===== src/hw/gpio_pkg.sv =====
// Package of the GPIO port with pin interrupt unit: offsets, fields, resets.
// Assumes a 32-bit classic Wishbone register bus with byte addresses.
package gpio_pkg;
  // ----------------------------------------------------------------
  // Sizes
  // ----------------------------------------------------------------
  localparam int          NPINS_DEF   = 32;           // Pins of the port
  localparam int          NCH_DEF     = 4;            // Pin interrupt channels
  localparam int          NFUNC       = 4;            // Peripheral functions per pin
  localparam int          HP_PINS     = 8;            // Pins in one half port
  localparam int          SYNC_DEF    = 2;            // Synchroniser stages
  localparam int          ASG_EN_BIT  = 7;            // Half-port enable in its byte
  localparam int          ASG_CH_W    = 2;            // Channel field width
  localparam logic [31:0] RST_ZERO    = 32'h0000_0000;
  // ----------------------------------------------------------------
  // Register byte offsets
  // ----------------------------------------------------------------
  localparam logic [7:0] A_DIR       = 8'h00;
  localparam logic [7:0] A_DIR_SET   = 8'h04;
  localparam logic [7:0] A_DIR_CLR   = 8'h08;
  localparam logic [7:0] A_DOUT      = 8'h0C;
  localparam logic [7:0] A_DOUT_SET  = 8'h10;
  localparam logic [7:0] A_DOUT_CLR  = 8'h14;
  localparam logic [7:0] A_PIN_IN    = 8'h18;
  localparam logic [7:0] A_GMASK     = 8'h1C;
  localparam logic [7:0] A_GSENS     = 8'h20;
  localparam logic [7:0] A_GBOTH     = 8'h24;
  localparam logic [7:0] A_GSTAT     = 8'h28;
  localparam logic [7:0] A_PASSIGN   = 8'h2C;
  localparam logic [7:0] A_PMASK     = 8'h30;
  localparam logic [7:0] A_PMASK_SET = 8'h34;
  localparam logic [7:0] A_PMASK_CLR = 8'h38;
  localparam logic [7:0] A_PEDGE     = 8'h3C;
  localparam logic [7:0] A_PEDGE_SET = 8'h40;
  localparam logic [7:0] A_PEDGE_CLR = 8'h44;
  localparam logic [7:0] A_PINV      = 8'h48;
  localparam logic [7:0] A_PINV_SET  = 8'h4C;
  localparam logic [7:0] A_PINV_CLR  = 8'h50;
  localparam logic [7:0] A_PLATCH    = 8'h54;
  localparam logic [7:0] A_PREQ      = 8'h58;
  localparam logic [7:0] A_PPIN      = 8'h5C;
  localparam logic [7:0] A_FEN       = 8'h60;
  localparam logic [7:0] A_FSEL_LO   = 8'h64;
  localparam logic [7:0] A_FSEL_HI   = 8'h68;
  // Write kinds
  localparam logic [1:0] WK_PLAIN = 2'h0;
  localparam logic [1:0] WK_SET   = 2'h1;
  localparam logic [1:0] WK_CLR   = 2'h2;
endpackage : gpio_pkg


===== src/hw/pin_sync_if.sv =====
// Interface carrying synchronised pin levels and their edges.
// Assumes one clock shared by producer and consumer.
interface pin_sync_if #(parameter int N = 32);
  logic [N-1:0] lvl;   // Synchronised level
  logic [N-1:0] rise;  // Rose this cycle
  logic [N-1:0] fall;  // Fell this cycle
  modport src (output lvl, output rise, output fall);
  modport dst (input lvl, input rise, input fall);
endinterface : pin_sync_if


===== src/hw/gpio_pin_interrupt_port.sv =====
// GPIO port with direction, set/clear data, GPIO interrupts, pin interrupt
// channels and function multiplexing. Assumes a classic Wishbone master on
// the same clock, and pins asynchronous to it; at most 32 pins.
// Operation
// - Each pin has its own direction bit: input or output.
// - Set and clear aliases change only pins written with one.
// - Per-pin mask lets each pin raise the GPIO interrupt.
// - Inputs interrupt from pin level; outputs only from software data.
// - Per-pin choice of level or edge detection.
// - Edge mode detects rising only or both edges.
// - Pin interrupt unit: edge or level with polarity inversion.
// - Pin interrupt detection ignores direction and pin owner.
// - Each channel takes up to 32 pins, one combined request.
// - Half ports of eight pins are assigned to channels.
// - Registers for assignment, mask, pending and clearing.
// - Pin states and latches readable whether masked or not.
// - Direction, data, pin mask, edge and inversion registers have write-one-set and write-one-clear aliases.
// - Each pin shared between GPIO and four peripheral functions.
module gpio_pin_interrupt_port import gpio_pkg::*; #(
  parameter int NPINS  = NPINS_DEF,
  parameter int NCH    = NCH_DEF,
  parameter int STAGES = SYNC_DEF
) (
  input  wire logic                   i_sys_clk,  // System clock, 50 MHz
  input  wire logic                   i_rst,      // Async reset, active high
  input  wire logic                   i_wb_cyc,   // Wishbone cycle
  input  wire logic                   i_wb_stb,   // Wishbone strobe
  input  wire logic                   i_wb_we,    // Wishbone write
  input  wire logic [31:0]            i_wb_adr,   // Byte address
  input  wire logic [3:0]             i_wb_sel,   // Byte enables
  input  wire logic [31:0]            i_wb_dat,   // Write data
  output logic      [31:0]            o_wb_dat,   // Read data
  output logic                        o_wb_ack,   // Acknowledge
  input  wire logic [NPINS-1:0]       i_pin,      // Pin input levels
  output logic      [NPINS-1:0]       o_pin_out,  // Pin output levels
  output logic      [NPINS-1:0]       o_pin_oe,   // Pin output enables
  input  wire logic [NFUNC*NPINS-1:0] i_func_out, // Peripheral outputs
  input  wire logic [NFUNC*NPINS-1:0] i_func_oe,  // Peripheral enables
  output logic      [NPINS-1:0]       o_func_in,  // Pins seen by peripherals
  output logic                        o_irq,      // GPIO interrupt, level
  output logic      [NCH-1:0]         o_pint_req  // Channel requests, level
);
  localparam int NHP = NPINS / HP_PINS;

  typedef struct packed {
    logic [NPINS-1:0] dir;
    logic [NPINS-1:0] dout;
    logic [NPINS-1:0] gmask;
    logic [NPINS-1:0] gsens;
    logic [NPINS-1:0] gboth;
    logic [NPINS-1:0] gstat;
    logic [NPINS-1:0] gprev;
    logic [31:0]      passign;
    logic [NPINS-1:0] pmask;
    logic [NPINS-1:0] pedge;
    logic [NPINS-1:0] pinv;
    logic [NPINS-1:0] platch;
    logic [NPINS-1:0] fen;
    logic [63:0]      fsel;
    logic             ack;
    logic [31:0]      rdat;
    logic [NPINS-1:0] pin_out;
    logic [NPINS-1:0] pin_oe;
    logic [NPINS-1:0] func_in;
    logic             irq;
    logic [NCH-1:0]   req;
  } port_state_t;

  port_state_t s_q, s_d;

  // ----------------------------------------------------------------
  // Pin synchroniser
  // ----------------------------------------------------------------
  pin_sync_if #(.N(NPINS)) sync_bus ();

  pin_sync #(.N(NPINS), .STAGES(STAGES)) u_sync (
    .i_sys_clk (i_sys_clk),
    .i_rst     (i_rst),
    .i_pin     (i_pin),
    .o_sync    (sync_bus)
  );

  // ----------------------------------------------------------------
  // Helpers
  // ----------------------------------------------------------------
  // Byte lanes expanded to a bit mask
  function automatic logic [31:0] lane_mask(input logic [3:0] sel);
    logic [31:0] m;
    m = '0;
    for (int b = 0; b < 4; b++) begin
      m[b*8 +: 8] = {8{sel[b]}};
    end
    return m;
  endfunction : lane_mask

  // Plain, set or clear update of a pin vector
  function automatic logic [NPINS-1:0] upd(input logic [NPINS-1:0] o,
                                           input logic [NPINS-1:0] d,
                                           input logic [NPINS-1:0] m,
                                           input logic [1:0]       k);
    logic [NPINS-1:0] r;
    r = o;
    case (k)
      WK_PLAIN: r = (o & ~m) | (d & m);
      WK_SET:   r = o | (d & m);
      WK_CLR:   r = o & ~(d & m);
      default:  r = o;
    endcase
    return r;
  endfunction : upd

  // ----------------------------------------------------------------
  // Bus strobes
  // ----------------------------------------------------------------
  // Write commits on the edge the master samples ack
  logic             req_v;
  logic             wen;
  logic [7:0]       adr;
  logic [31:0]      bm;
  logic [NPINS-1:0] wd;
  logic [NPINS-1:0] wm;
  logic [NPINS-1:0] gsrc;
  logic [NPINS-1:0] gset;
  logic [NPINS-1:0] pset;
  logic [NPINS-1:0] pend;

  assign req_v = i_wb_cyc & i_wb_stb;
  assign wen   = req_v & i_wb_we & s_q.ack;
  assign adr   = i_wb_adr[7:0];
  assign bm    = lane_mask(i_wb_sel);
  assign wd    = i_wb_dat[NPINS-1:0];
  assign wm    = bm[NPINS-1:0];
  assign pend  = s_q.platch & s_q.pmask;

  // ----------------------------------------------------------------
  // Event detection
  // ----------------------------------------------------------------
  // Outputs source from software data, inputs from the pin
  always_comb begin
    gsrc = (s_q.dir & s_q.dout) | (~s_q.dir & sync_bus.lvl);
    gset = '0;
    pset = '0;
    for (int i = 0; i < NPINS; i++) begin
      if (s_q.gsens[i]) begin
        gset[i] = (gsrc[i] & ~s_q.gprev[i]) |
                  (s_q.gboth[i] & ~gsrc[i] & s_q.gprev[i]);
      end else begin
        gset[i] = gsrc[i];
      end
      // Pin unit reads the synchronised pin, whatever drives it
      if (s_q.pedge[i]) begin
        pset[i] = s_q.pinv[i] ? sync_bus.fall[i] : sync_bus.rise[i];
      end else begin
        pset[i] = sync_bus.lvl[i] ^ s_q.pinv[i];
      end
    end
  end

  // ----------------------------------------------------------------
  // Next state
  // ----------------------------------------------------------------
  // Register writes, sticky flags, pin mux and channel requests
  always_comb begin
    s_d       = s_q;
    s_d.ack   = req_v & ~s_q.ack;
    s_d.gprev = gsrc;
    s_d.rdat  = RST_ZERO;
    if (wen) begin
      case (adr)
        A_DIR:       s_d.dir     = upd(s_q.dir, wd, wm, WK_PLAIN);
        A_DIR_SET:   s_d.dir     = upd(s_q.dir, wd, wm, WK_SET);
        A_DIR_CLR:   s_d.dir     = upd(s_q.dir, wd, wm, WK_CLR);
        A_DOUT:      s_d.dout    = upd(s_q.dout, wd, wm, WK_PLAIN);
        A_DOUT_SET:  s_d.dout    = upd(s_q.dout, wd, wm, WK_SET);
        A_DOUT_CLR:  s_d.dout    = upd(s_q.dout, wd, wm, WK_CLR);
        A_GMASK:     s_d.gmask   = upd(s_q.gmask, wd, wm, WK_PLAIN);
        A_GSENS:     s_d.gsens   = upd(s_q.gsens, wd, wm, WK_PLAIN);
        A_GBOTH:     s_d.gboth   = upd(s_q.gboth, wd, wm, WK_PLAIN);
        A_PASSIGN:   s_d.passign = (s_q.passign & ~bm) | (i_wb_dat & bm);
        A_PMASK:     s_d.pmask   = upd(s_q.pmask, wd, wm, WK_PLAIN);
        A_PMASK_SET: s_d.pmask   = upd(s_q.pmask, wd, wm, WK_SET);
        A_PMASK_CLR: s_d.pmask   = upd(s_q.pmask, wd, wm, WK_CLR);
        A_PEDGE:     s_d.pedge   = upd(s_q.pedge, wd, wm, WK_PLAIN);
        A_PEDGE_SET: s_d.pedge   = upd(s_q.pedge, wd, wm, WK_SET);
        A_PEDGE_CLR: s_d.pedge   = upd(s_q.pedge, wd, wm, WK_CLR);
        A_PINV:      s_d.pinv    = upd(s_q.pinv, wd, wm, WK_PLAIN);
        A_PINV_SET:  s_d.pinv    = upd(s_q.pinv, wd, wm, WK_SET);
        A_PINV_CLR:  s_d.pinv    = upd(s_q.pinv, wd, wm, WK_CLR);
        A_FEN:       s_d.fen     = upd(s_q.fen, wd, wm, WK_PLAIN);
        A_FSEL_LO:   s_d.fsel[31:0]  = (s_q.fsel[31:0] & ~bm) | (i_wb_dat & bm);
        A_FSEL_HI:   s_d.fsel[63:32] = (s_q.fsel[63:32] & ~bm) | (i_wb_dat & bm);
        default:     s_d.dir     = s_q.dir;
      endcase
    end
    // Write-one clear first, new events after: a set wins the same cycle
    s_d.gstat = s_q.gstat;
    s_d.platch = s_q.platch;
    if (wen && adr == A_GSTAT) begin
      s_d.gstat = upd(s_q.gstat, wd, wm, WK_CLR);
    end
    if (wen && adr == A_PLATCH) begin
      s_d.platch = upd(s_q.platch, wd, wm, WK_CLR);
    end
    s_d.gstat  = s_d.gstat | gset;
    s_d.platch = s_d.platch | pset;
    // Read data taken at the edge that raises ack
    if (req_v && !i_wb_we && !s_q.ack) begin
      case (adr)
        A_DIR:       s_d.rdat = 32'(s_q.dir);
        A_DOUT:      s_d.rdat = 32'(s_q.dout);
        A_PIN_IN:    s_d.rdat = 32'(sync_bus.lvl);
        A_GMASK:     s_d.rdat = 32'(s_q.gmask);
        A_GSENS:     s_d.rdat = 32'(s_q.gsens);
        A_GBOTH:     s_d.rdat = 32'(s_q.gboth);
        A_GSTAT:     s_d.rdat = 32'(s_q.gstat);
        A_PASSIGN:   s_d.rdat = s_q.passign;
        A_PMASK:     s_d.rdat = 32'(s_q.pmask);
        A_PEDGE:     s_d.rdat = 32'(s_q.pedge);
        A_PINV:      s_d.rdat = 32'(s_q.pinv);
        A_PLATCH:    s_d.rdat = 32'(s_q.platch);
        A_PREQ:      s_d.rdat = 32'(pend);
        A_PPIN:      s_d.rdat = 32'(sync_bus.lvl ^ s_q.pinv);
        A_FEN:       s_d.rdat = 32'(s_q.fen);
        A_FSEL_LO:   s_d.rdat = s_q.fsel[31:0];
        A_FSEL_HI:   s_d.rdat = s_q.fsel[63:32];
        default:     s_d.rdat = RST_ZERO;
      endcase
    end
    // Owner per pin: GPIO or one of four functions
    for (int i = 0; i < NPINS; i++) begin
      if (s_q.fen[i]) begin
        s_d.pin_out[i] = i_func_out[int'(s_q.fsel[2*i +: 2])*NPINS + i];
        s_d.pin_oe[i]  = i_func_oe[int'(s_q.fsel[2*i +: 2])*NPINS + i];
      end else begin
        s_d.pin_out[i] = s_q.dout[i];
        s_d.pin_oe[i]  = s_q.dir[i];
      end
    end
    s_d.func_in = sync_bus.lvl;
    s_d.irq     = |(s_q.gstat & s_q.gmask);
    // Each channel ORs pending pins of the half ports assigned to it
    s_d.req = '0;
    for (int c = 0; c < NCH; c++) begin
      for (int h = 0; h < NHP; h++) begin
        if (s_q.passign[h*8 + ASG_EN_BIT] &&
            int'(s_q.passign[h*8 +: ASG_CH_W]) == c) begin
          s_d.req[c] = s_d.req[c] | (|pend[h*HP_PINS +: HP_PINS]);
        end
      end
    end
  end

  // ----------------------------------------------------------------
  // State register
  // ----------------------------------------------------------------
  always_ff @(posedge i_sys_clk or posedge i_rst) begin
    if (i_rst) begin
      s_q <= '0;
    end else begin
      s_q <= s_d;
    end
  end

  assign o_wb_dat   = s_q.rdat;
  assign o_wb_ack   = s_q.ack;
  assign o_pin_out  = s_q.pin_out;
  assign o_pin_oe   = s_q.pin_oe;
  assign o_func_in  = s_q.func_in;
  assign o_irq      = s_q.irq;
  assign o_pint_req = s_q.req;

  // ----------------------------------------------------------------
  // Checks
  // ----------------------------------------------------------------
  AST_ACK_PULSE: assert property (@(posedge i_sys_clk) disable iff (i_rst)
    o_wb_ack |=> !o_wb_ack) else $error("ack held longer than one cycle");

  AST_DIR_OE: assert property (@(posedge i_sys_clk) disable iff (i_rst)
    (s_q.fen == '0) |=> (o_pin_oe == $past(s_q.dir)))
    else $error("gpio output enable does not follow direction");

  AST_DOUT_SET: assert property (@(posedge i_sys_clk) disable iff (i_rst)
    (wen && adr == A_DOUT_SET) |=> (s_q.dout == ($past(s_q.dout) | ($past(wd) & $past(wm)))))
    else $error("set alias changed unselected pins");

  AST_DOUT_CLR: assert property (@(posedge i_sys_clk) disable iff (i_rst)
    (wen && adr == A_DOUT_CLR) |=> (s_q.dout == ($past(s_q.dout) & ~($past(wd) & $past(wm)))))
    else $error("clear alias changed unselected pins");

  AST_IRQ_MASK: assert property (@(posedge i_sys_clk) disable iff (i_rst)
    ((s_q.gstat & s_q.gmask) == '0) |=> !o_irq)
    else $error("interrupt raised with every status bit masked");

  AST_OUT_SOFT: assert property (@(posedge i_sys_clk) disable iff (i_rst)
    (s_q.dir[0] && $past(s_q.dir[0]) && s_q.gsens[0] && $stable(s_q.dout[0]) && !s_q.gstat[0])
    |=> !s_q.gstat[0]) else $error("output pin interrupted without software change");

  AST_RISE_ONLY: assert property (@(posedge i_sys_clk) disable iff (i_rst)
    (s_q.gsens[0] && !s_q.gboth[0] && s_q.gprev[0] && !gsrc[0] && !s_q.gstat[0])
    |=> !s_q.gstat[0]) else $error("falling edge flagged in rising-only mode");

  AST_LVL_LATCH: assert property (@(posedge i_sys_clk) disable iff (i_rst)
    (!s_q.pedge[0] && (sync_bus.lvl[0] ^ s_q.pinv[0])) |=> s_q.platch[0])
    else $error("active level not latched");

  AST_LATCH_HOLD: assert property (@(posedge i_sys_clk) disable iff (i_rst)
    (s_q.platch[0] && !(wen && adr == A_PLATCH && wd[0] && i_wb_sel[0])) |=> s_q.platch[0])
    else $error("latch dropped without software clear");

  AST_REQ_IDLE: assert property (@(posedge i_sys_clk) disable iff (i_rst)
    (pend == '0) |=> (o_pint_req == '0))
    else $error("channel request without latched unmasked pin");

  AST_RDAT_IDLE: assert property (@(posedge i_sys_clk) disable iff (i_rst)
    !o_wb_ack |-> (o_wb_dat == '0))
    else $error("read data shown outside the acknowledge cycle");

  AST_PMASK_SET: assert property (@(posedge i_sys_clk) disable iff (i_rst)
    (wen && adr == A_PMASK_SET) |=> (s_q.pmask == ($past(s_q.pmask) | ($past(wd) & $past(wm)))))
    else $error("mask set alias changed unselected bits");

  AST_PMASK_CLR: assert property (@(posedge i_sys_clk) disable iff (i_rst)
    (wen && adr == A_PMASK_CLR) |=> (s_q.pmask == ($past(s_q.pmask) & ~($past(wd) & $past(wm)))))
    else $error("mask clear alias changed unselected bits");

  AST_LVL_STAT: assert property (@(posedge i_sys_clk) disable iff (i_rst)
    (!s_q.gsens[0] && gsrc[0]) |=> s_q.gstat[0])
    else $error("active level not flagged in level mode");

  AST_BOTH_FALL: assert property (@(posedge i_sys_clk) disable iff (i_rst)
    (s_q.gsens[0] && s_q.gboth[0] && s_q.gprev[0] && !gsrc[0]) |=> s_q.gstat[0])
    else $error("falling edge missed in both-edge mode");

  AST_HP_MAP: assert property (@(posedge i_sys_clk) disable iff (i_rst)
    (s_q.passign[ASG_EN_BIT] && (|pend[HP_PINS-1:0])) |=> o_pint_req[$past(s_q.passign[ASG_CH_W-1:0])])
    else $error("half port request missing on its channel");

  AST_FUNC_PIN: assert property (@(posedge i_sys_clk) disable iff (i_rst)
    s_q.fen[4] |=> (o_pin_out[4] == $past(i_func_out[int'(s_q.fsel[9:8])*NPINS + 4])))
    else $error("pin output not taken from its selected function");
endmodule : gpio_pin_interrupt_port


===== src/hw/pin_sync.sv =====
// Pin synchroniser with edge detection for every pin.
// Assumes pins are asynchronous to i_sys_clk.
module pin_sync import gpio_pkg::*; #(
  parameter int N      = NPINS_DEF,
  parameter int STAGES = SYNC_DEF
) (
  input  wire logic         i_sys_clk, // System clock
  input  wire logic         i_rst,     // Async reset, active high
  input  wire logic [N-1:0] i_pin,     // Raw pin levels
  pin_sync_if.src           o_sync     // Synchronised levels and edges
);
  typedef struct packed {
    logic [STAGES-1:0][N-1:0] stg;
    logic [N-1:0]             prev;
  } sync_state_t;
  sync_state_t s_q, s_d;

  // Shift chain; first stage feeds only the second
  always_comb begin
    s_d      = s_q;
    s_d.stg  = {s_q.stg[STAGES-2:0], i_pin};
    s_d.prev = s_q.stg[STAGES-1];
  end

  always_ff @(posedge i_sys_clk or posedge i_rst) begin
    if (i_rst) begin
      s_q <= '0;
    end else begin
      s_q <= s_d;
    end
  end

  // Edges compare two settled stages, never the first
  assign o_sync.lvl  = s_q.stg[STAGES-1];
  assign o_sync.rise = s_q.stg[STAGES-1] & ~s_q.prev;
  assign o_sync.fall = ~s_q.stg[STAGES-1] & s_q.prev;
endmodule : pin_sync


===== config.mk =====
export PLATFORM = sky130hd
export DESIGN_NAME = gpio_pin_interrupt_port
export DESIGN_NICKNAME = d
export VERILOG_FILES = /design/src/hw/gpio_pkg.sv /design/src/hw/pin_sync_if.sv /design/src/hw/gpio_pin_interrupt_port.sv /design/src/hw/pin_sync.sv
export SDC_FILE = /design/constraint.sdc
export NUM_CORES = 2
export LEC_CHECK = 0
export BUFFER_PORTS_ARGS = -buffer_cell sky130_fd_sc_hd__buf_2
export CAP_MARGIN = 10
export CELL_PAD_IN_SITES_DETAIL_PLACEMENT = 1
export CELL_PAD_IN_SITES_GLOBAL_PLACEMENT = 1
export CORE_MARGIN = 2
export CORE_UTILIZATION = 30
export CTS_CLUSTER_SIZE = 25
export DETAILED_ROUTE_END_ITERATION = 8
export GPL_TIMING_DRIVEN = 0
export HOLD_SLACK_MARGIN = 0.1
export PLACE_DENSITY = 0.54
export SYNTH_ARGS = -nofsm -noshare
export SYNTH_HDL_FRONTEND = slang
export SYNTH_SLANG_ARGS = --single-unit

===== constraint.sdc =====
create_clock -name i_sys_clk -period 40.2 [get_ports i_sys_clk]
set_clock_uncertainty 0.1 [all_clocks]
set_input_delay 0 -clock i_sys_clk [delete_from_list [all_inputs] [get_ports i_sys_clk]]
set_output_delay 0 -clock i_sys_clk [all_outputs]
set_load 0.03 [all_outputs]

# After elaboration in Yosys (flattened, before gate mapping)
# Cells that the tools add are included.
[op_classes]
eq_ne = 38
n_reduce_logical = 49
add_sub_neg = 31
mul = 0
magnitude_cmp = 32
bitwise = 293
div = 0
n_shift = 0
n_mux = 375
[op_table]
columns = ["cell", "count"]
rows = [
  ["$and 32x32->32", 26],
  ["$or 32x32->32", 20],
  ["$pmux 32 s17", 1],
  ["$pmux 32 s3", 5],
  ["$bmux 1 s7", 62],
  ["$mux 1", 302],
  ["$lt 8x8->1 const B", 31],
  ["$not 32->32", 5],
  ["$add 7x5->8 const B", 16],
  ["$and 1x1->1", 100],
  ["$mux 32", 3],
  ["$eq 8x7->1 const B", 11],
  ["$not 1->1", 65],
  ["$add 7x4->8 const B", 8],
  ["$eq 8x6->1 const B", 8],
  ["$or 1x1->1", 44],
  ["$add 7x3->8 const B", 4],
  ["$eq 8x5->1 const B", 4],
  ["$reduce_or 32->1", 1],
  ["$reduce_or 8->1", 4],
  ["$xor 1x1->1", 32],
  ["$xor 32x32->32", 1],
  ["$reduce_and 2->1", 12],
  ["$logic_and 1x1->1", 20],
  ["other kinds (12)", 33],
]
[totals]
latch_bits = 0
regBits = 678
rom_bits = 0
in_bits = 361
ram_bits = 0
word_cells = 842
mem_count = 0

# Logic depth before layout (Yosys ltp)
[logic_depth]
word_depth = 9
depth_mapped = 10

# Hierarchy
# Synthesis repeated with hierarchy kept, for this count alone.
[hier_totals]
cells_unflattened = 3205
hier_area_um2 = 35485.3
[by_module_without_submodules]
columns = ["module", "instances", "area_per_inst_um2", "cells_each"]
rows = [
  ["gpio_pin_interrupt_port", 1, 32278.5, 3012],
  ["pin_sync", 1, 3206.8, 193],
]

# Worst setup path before layout
# OpenSTA, ideal clock, no wires.
[synth_timing]
path_kind = "register to register"
start = "register s_q (netlist bit o_wb_ack)"
end = "register with a tool-made name"
n_path_buf = 2
path_slack_ps = 37933
t_required_ps = 39975
arrival_ps = 2043
synth_period_minus_slack_ps = 2267
setup_time_ps = 125
stages_incl_launch_ff = 7
cell_sequence = "dfrtp_1 -> and4_1 -> clkbuf_1 -> and2_1 -> clkbuf_1 -> nand2_1 -> mux2_2"
[synth_lines]
columns = ["item", "line_no", "rtl"]
rows = [
  ["start, declared", "gpio_pin_interrupt_port.sv:69", "port_state_t s_q, s_d;"],
  ["start signal, assigned", "gpio_pin_interrupt_port.sv:258", "s_q <= '0;"],
  ["start signal, assigned", "gpio_pin_interrupt_port.sv:260", "s_q <= s_d;"],
]

# Worst setup path in the final report
[layout_timing]
start = "input port i_wb_adr[7]"
end = "register s_q[598] (netlist name)"
[layout_between]
elab_chain_cells = 3
word_cells_on_any_way = 6
cone_classes = "eq/ne (2); mux (1); reduce/logical (3)"
[layout_lines]
columns = ["item", "line_no", "rtl"]
rows = [
  ["start, declared", "gpio_pin_interrupt_port.sv:29", "input wire logic [31:0] i_wb_adr,"],
  ["$eq 8x4->1 (tied with other cells)", "gpio_pin_interrupt_port.sv:169", "case (adr)"],
  ["$reduce_bool 3->1 (no line)", "-", ""],
  ["$reduce_and 2->1 (no line)", "-", ""],
]
# Parallel ways exist; a longest one is shown, timed or not.
# A chain may end at the register's enable or synchronous reset.

==> run summary <==
unrepaired setup endpoints after global routing - no
initial antenna violation count - 17
Seq/Total Area, Yosys - 50.34%
Post-DP HPWL - 146.0 mm
met1 Use GR - 45.46%
nets@finish - 4249
Synth Warn # - 0
Mean Syn Cell Area - 11.01 µm²
P_leak - 19.62 nW
initial core utilization - 30.33%
Least-Margin Pin Slew - 1.546 ns
Netlist Area Pre-Place - 33710 µm²
Slew Limit Fails - 54
max-cap violations - 6
GRT Total Usage - 34.27%
Power Total - 0.001650 W
GP Congestion - 1.017
H-tree depth - 3
PortBufs - 466
post-synthesis cell type count - 77
CTS tree - yes
root buffer cell - clkbuf_16
Vias/cell - 5.979
Max VDD drop - 0.00002844 V
Post-route DRC - 0
status - finished, violations left
worst min path class - in2reg
GR Layer Usage met2 - 50.76%
die width - 339.2 µm
Max Root-Sink Buffers - 3
Top Ports - 495
Area growth syn-to-layout - 29.99%
CTS buffer count - 83
most common cell in the netlist - dfrtp_1
GRT overflow - 0
crit start category - input port
FP Rows - 122
ys async rst share - 100.0%
die area - 115100 µm²
largest net degree at the start of global routing - 116
vias in the first global route - 32663
Filler cells - 12411
synthesized instance count - 3062
critical path required time - 40.68 ns
Synth top cells by count - dfrtp_1, o21ai_0, mux2_2
synth top area cells - dfrtp_1, mux2_2, o21ai_0, mux4_2, buf_4
Starting DRT DRC Count - 3716
DIE HEIGHT - 339.2 µm
Worst Setup End Kind - register
critical path arrival - 4.66 ns
Post-synth EDFFs - 0
CORE AREA - 111100 µm²
clk slew on worst S/H paths - 0.06 ns
Clk Latency, worst-skew pair - 0.70 ns
Yosys reg bits - 678
relative slew slack - -3.291%
DRT Wirelength - 201.1 mm
minimum clock period - 4.181 ns
area leader, netlist - dfrtp_1
met3 Usage GRT - 9.089%
DRT antenna net count - 0
crit path kind - in2reg
crit path max fanout - 10
share of layout cells above drive strength 1 - 32.30%
TritonRoute pass-1 iters - 8
Power Dens Cells - 37.66 nW/µm²
global-route wire length before repair - 273.6 mm
Post-CTS Setup Inserts - 0
top cell type's share of synthesized area - 50.34%
Via Count - 32549
Mapped Nets - 3423
ys flop type - dfrtp_1
post-DR wirelength/cell - 36.93 µm
fmax - 239.2 MHz
final hold violation count - 0
failing checks - capacitance limit, slew limit
Most Crowded Layer GR - met2
CTS sink count - 678
Fin Setup TNS - 0 ns
Setup Viol. Count Final - 0
final worst path period share - 10.40%
## power breakdown
part | internal (W) | switching (W)
Sequential | 0.000691 | 0.0000105
Clock | 0.000473 | 0.000333
Combinational | 0.0000523 | 0.0000896
Total | 0.00122 | 0.000433
## per-layer routing
layer / up-vias / share of wire, %
met5: - / 0.045
met4: 8 / 6.5
met3: 586 / 9.8
met2: 1980 / 43
met1: 17016 / 41
li1: 12959 / -
## cells in the final DEF, fill, tap and decap left out, types with 10 or more instances in the layout
cell type      count
mux2i_1           49
a22o_1            29
xor2_1            10
clkinv_2          11
a221oi_1          23
buf_2            511
dlygate4sd3_1    247
mux2_2           331
a22oi_1          100
dfrtp_1          678
o22ai_1           54
nand3_1           70
buf_4            142
o211ai_1          48
mux4_2            65
o21ai_1           20
buf_16            11
nor2b_1           32
nor2_1            72
nand2_2           17
clkbuf_8          18
buf_8             13
a32oi_1           11
clkbuf_1         139
o21ai_0          529
a21oi_1           96
o311ai_0          17
inv_1             41
nand2_1          257
nor3_1            12
clkbuf_16         83
a222oi_1          19
a31oi_1           16
## layout make-up
class	count	area [µm²]	area share [%]
repair buffers	741	5344	12.20
clock inverters	34	488.0	1.114
inverters	42	165.2	0.3770
diodes	5	12.51	0.02856
flip-flops and latches	678	16970	38.72
clock buffers	114	2374	5.417
well taps	1488	1862	4.249
plain buffers	324	1841	4.201
multi-input cells	2018	14760	33.69
## through the flow
step                cell area [µm²]  util (%)  hold WS, ns  instances  setup slack (ns)
floorplan                     33710         -     -0.06857       3062             21.09
global placement              37900     34.11     0.009250       5016             11.51
detailed placement            38420     34.57     0.009411       5041             36.02
CTS                           43760     39.37       0.1266       5436             36.30
global route                  43810     39.42       0.1762       5441             36.17
finish                        43810     39.43       0.1753       5444             36.02
## logic make-up (layout without fill, tap and decap cells)
kind of cell           count (synthesis)  in the layout  share of synthesized area [%]
AO/OA/AOI/OAI                       1012           1012                          18.28
flip-flops                           678            678                          50.34
AND/OR/NAND/NOR                      540            540                          8.022
multiplexers                         450            450                          17.02
buffers and inverters                366           1255                          5.921
XOR/XNOR                              16             16                         0.4157
other                                  0              5                              0
## what timing repair did
| action | in CTS | in global routing |
|---|---|---|
| resized for setup | 0 | 0 |
| endpoints found under the hold margin | 836 | 0 |
| hold buffers | 247 | 0 |
## worst max-delay path, stage by stage
cell and delay, ns:
dlygate4sd3_1 0.61, buf_2 0.19, or2_2 0.29, clkbuf_1 0.35, nor3_4 0.93, buf_2 0.73
nand3_1 0.40, clkbuf_1 0.70, o21ai_0 0.41
## final timing paths
path	from	endpoint	slack, ns	cells past startpoint
setup / recovery	i_wb_adr[7]	s_q[598]	36.02	9
hold / removal	i_wb_dat[17]	s_q[343]	0.18	5
setup reg to reg	o_wb_ack	s_q[328]	36.19	7
hold reg to reg	u_sync.s_d[95]	u_sync.o_sync.lvl[31]	0.25	0
max in group asynchronous	i_rst	o_wb_dat[18]	37.84	6
min in group asynchronous	i_rst	o_pin_out[14]	0.50	4
No activity file was read; power rests on OpenSTA's default activity.
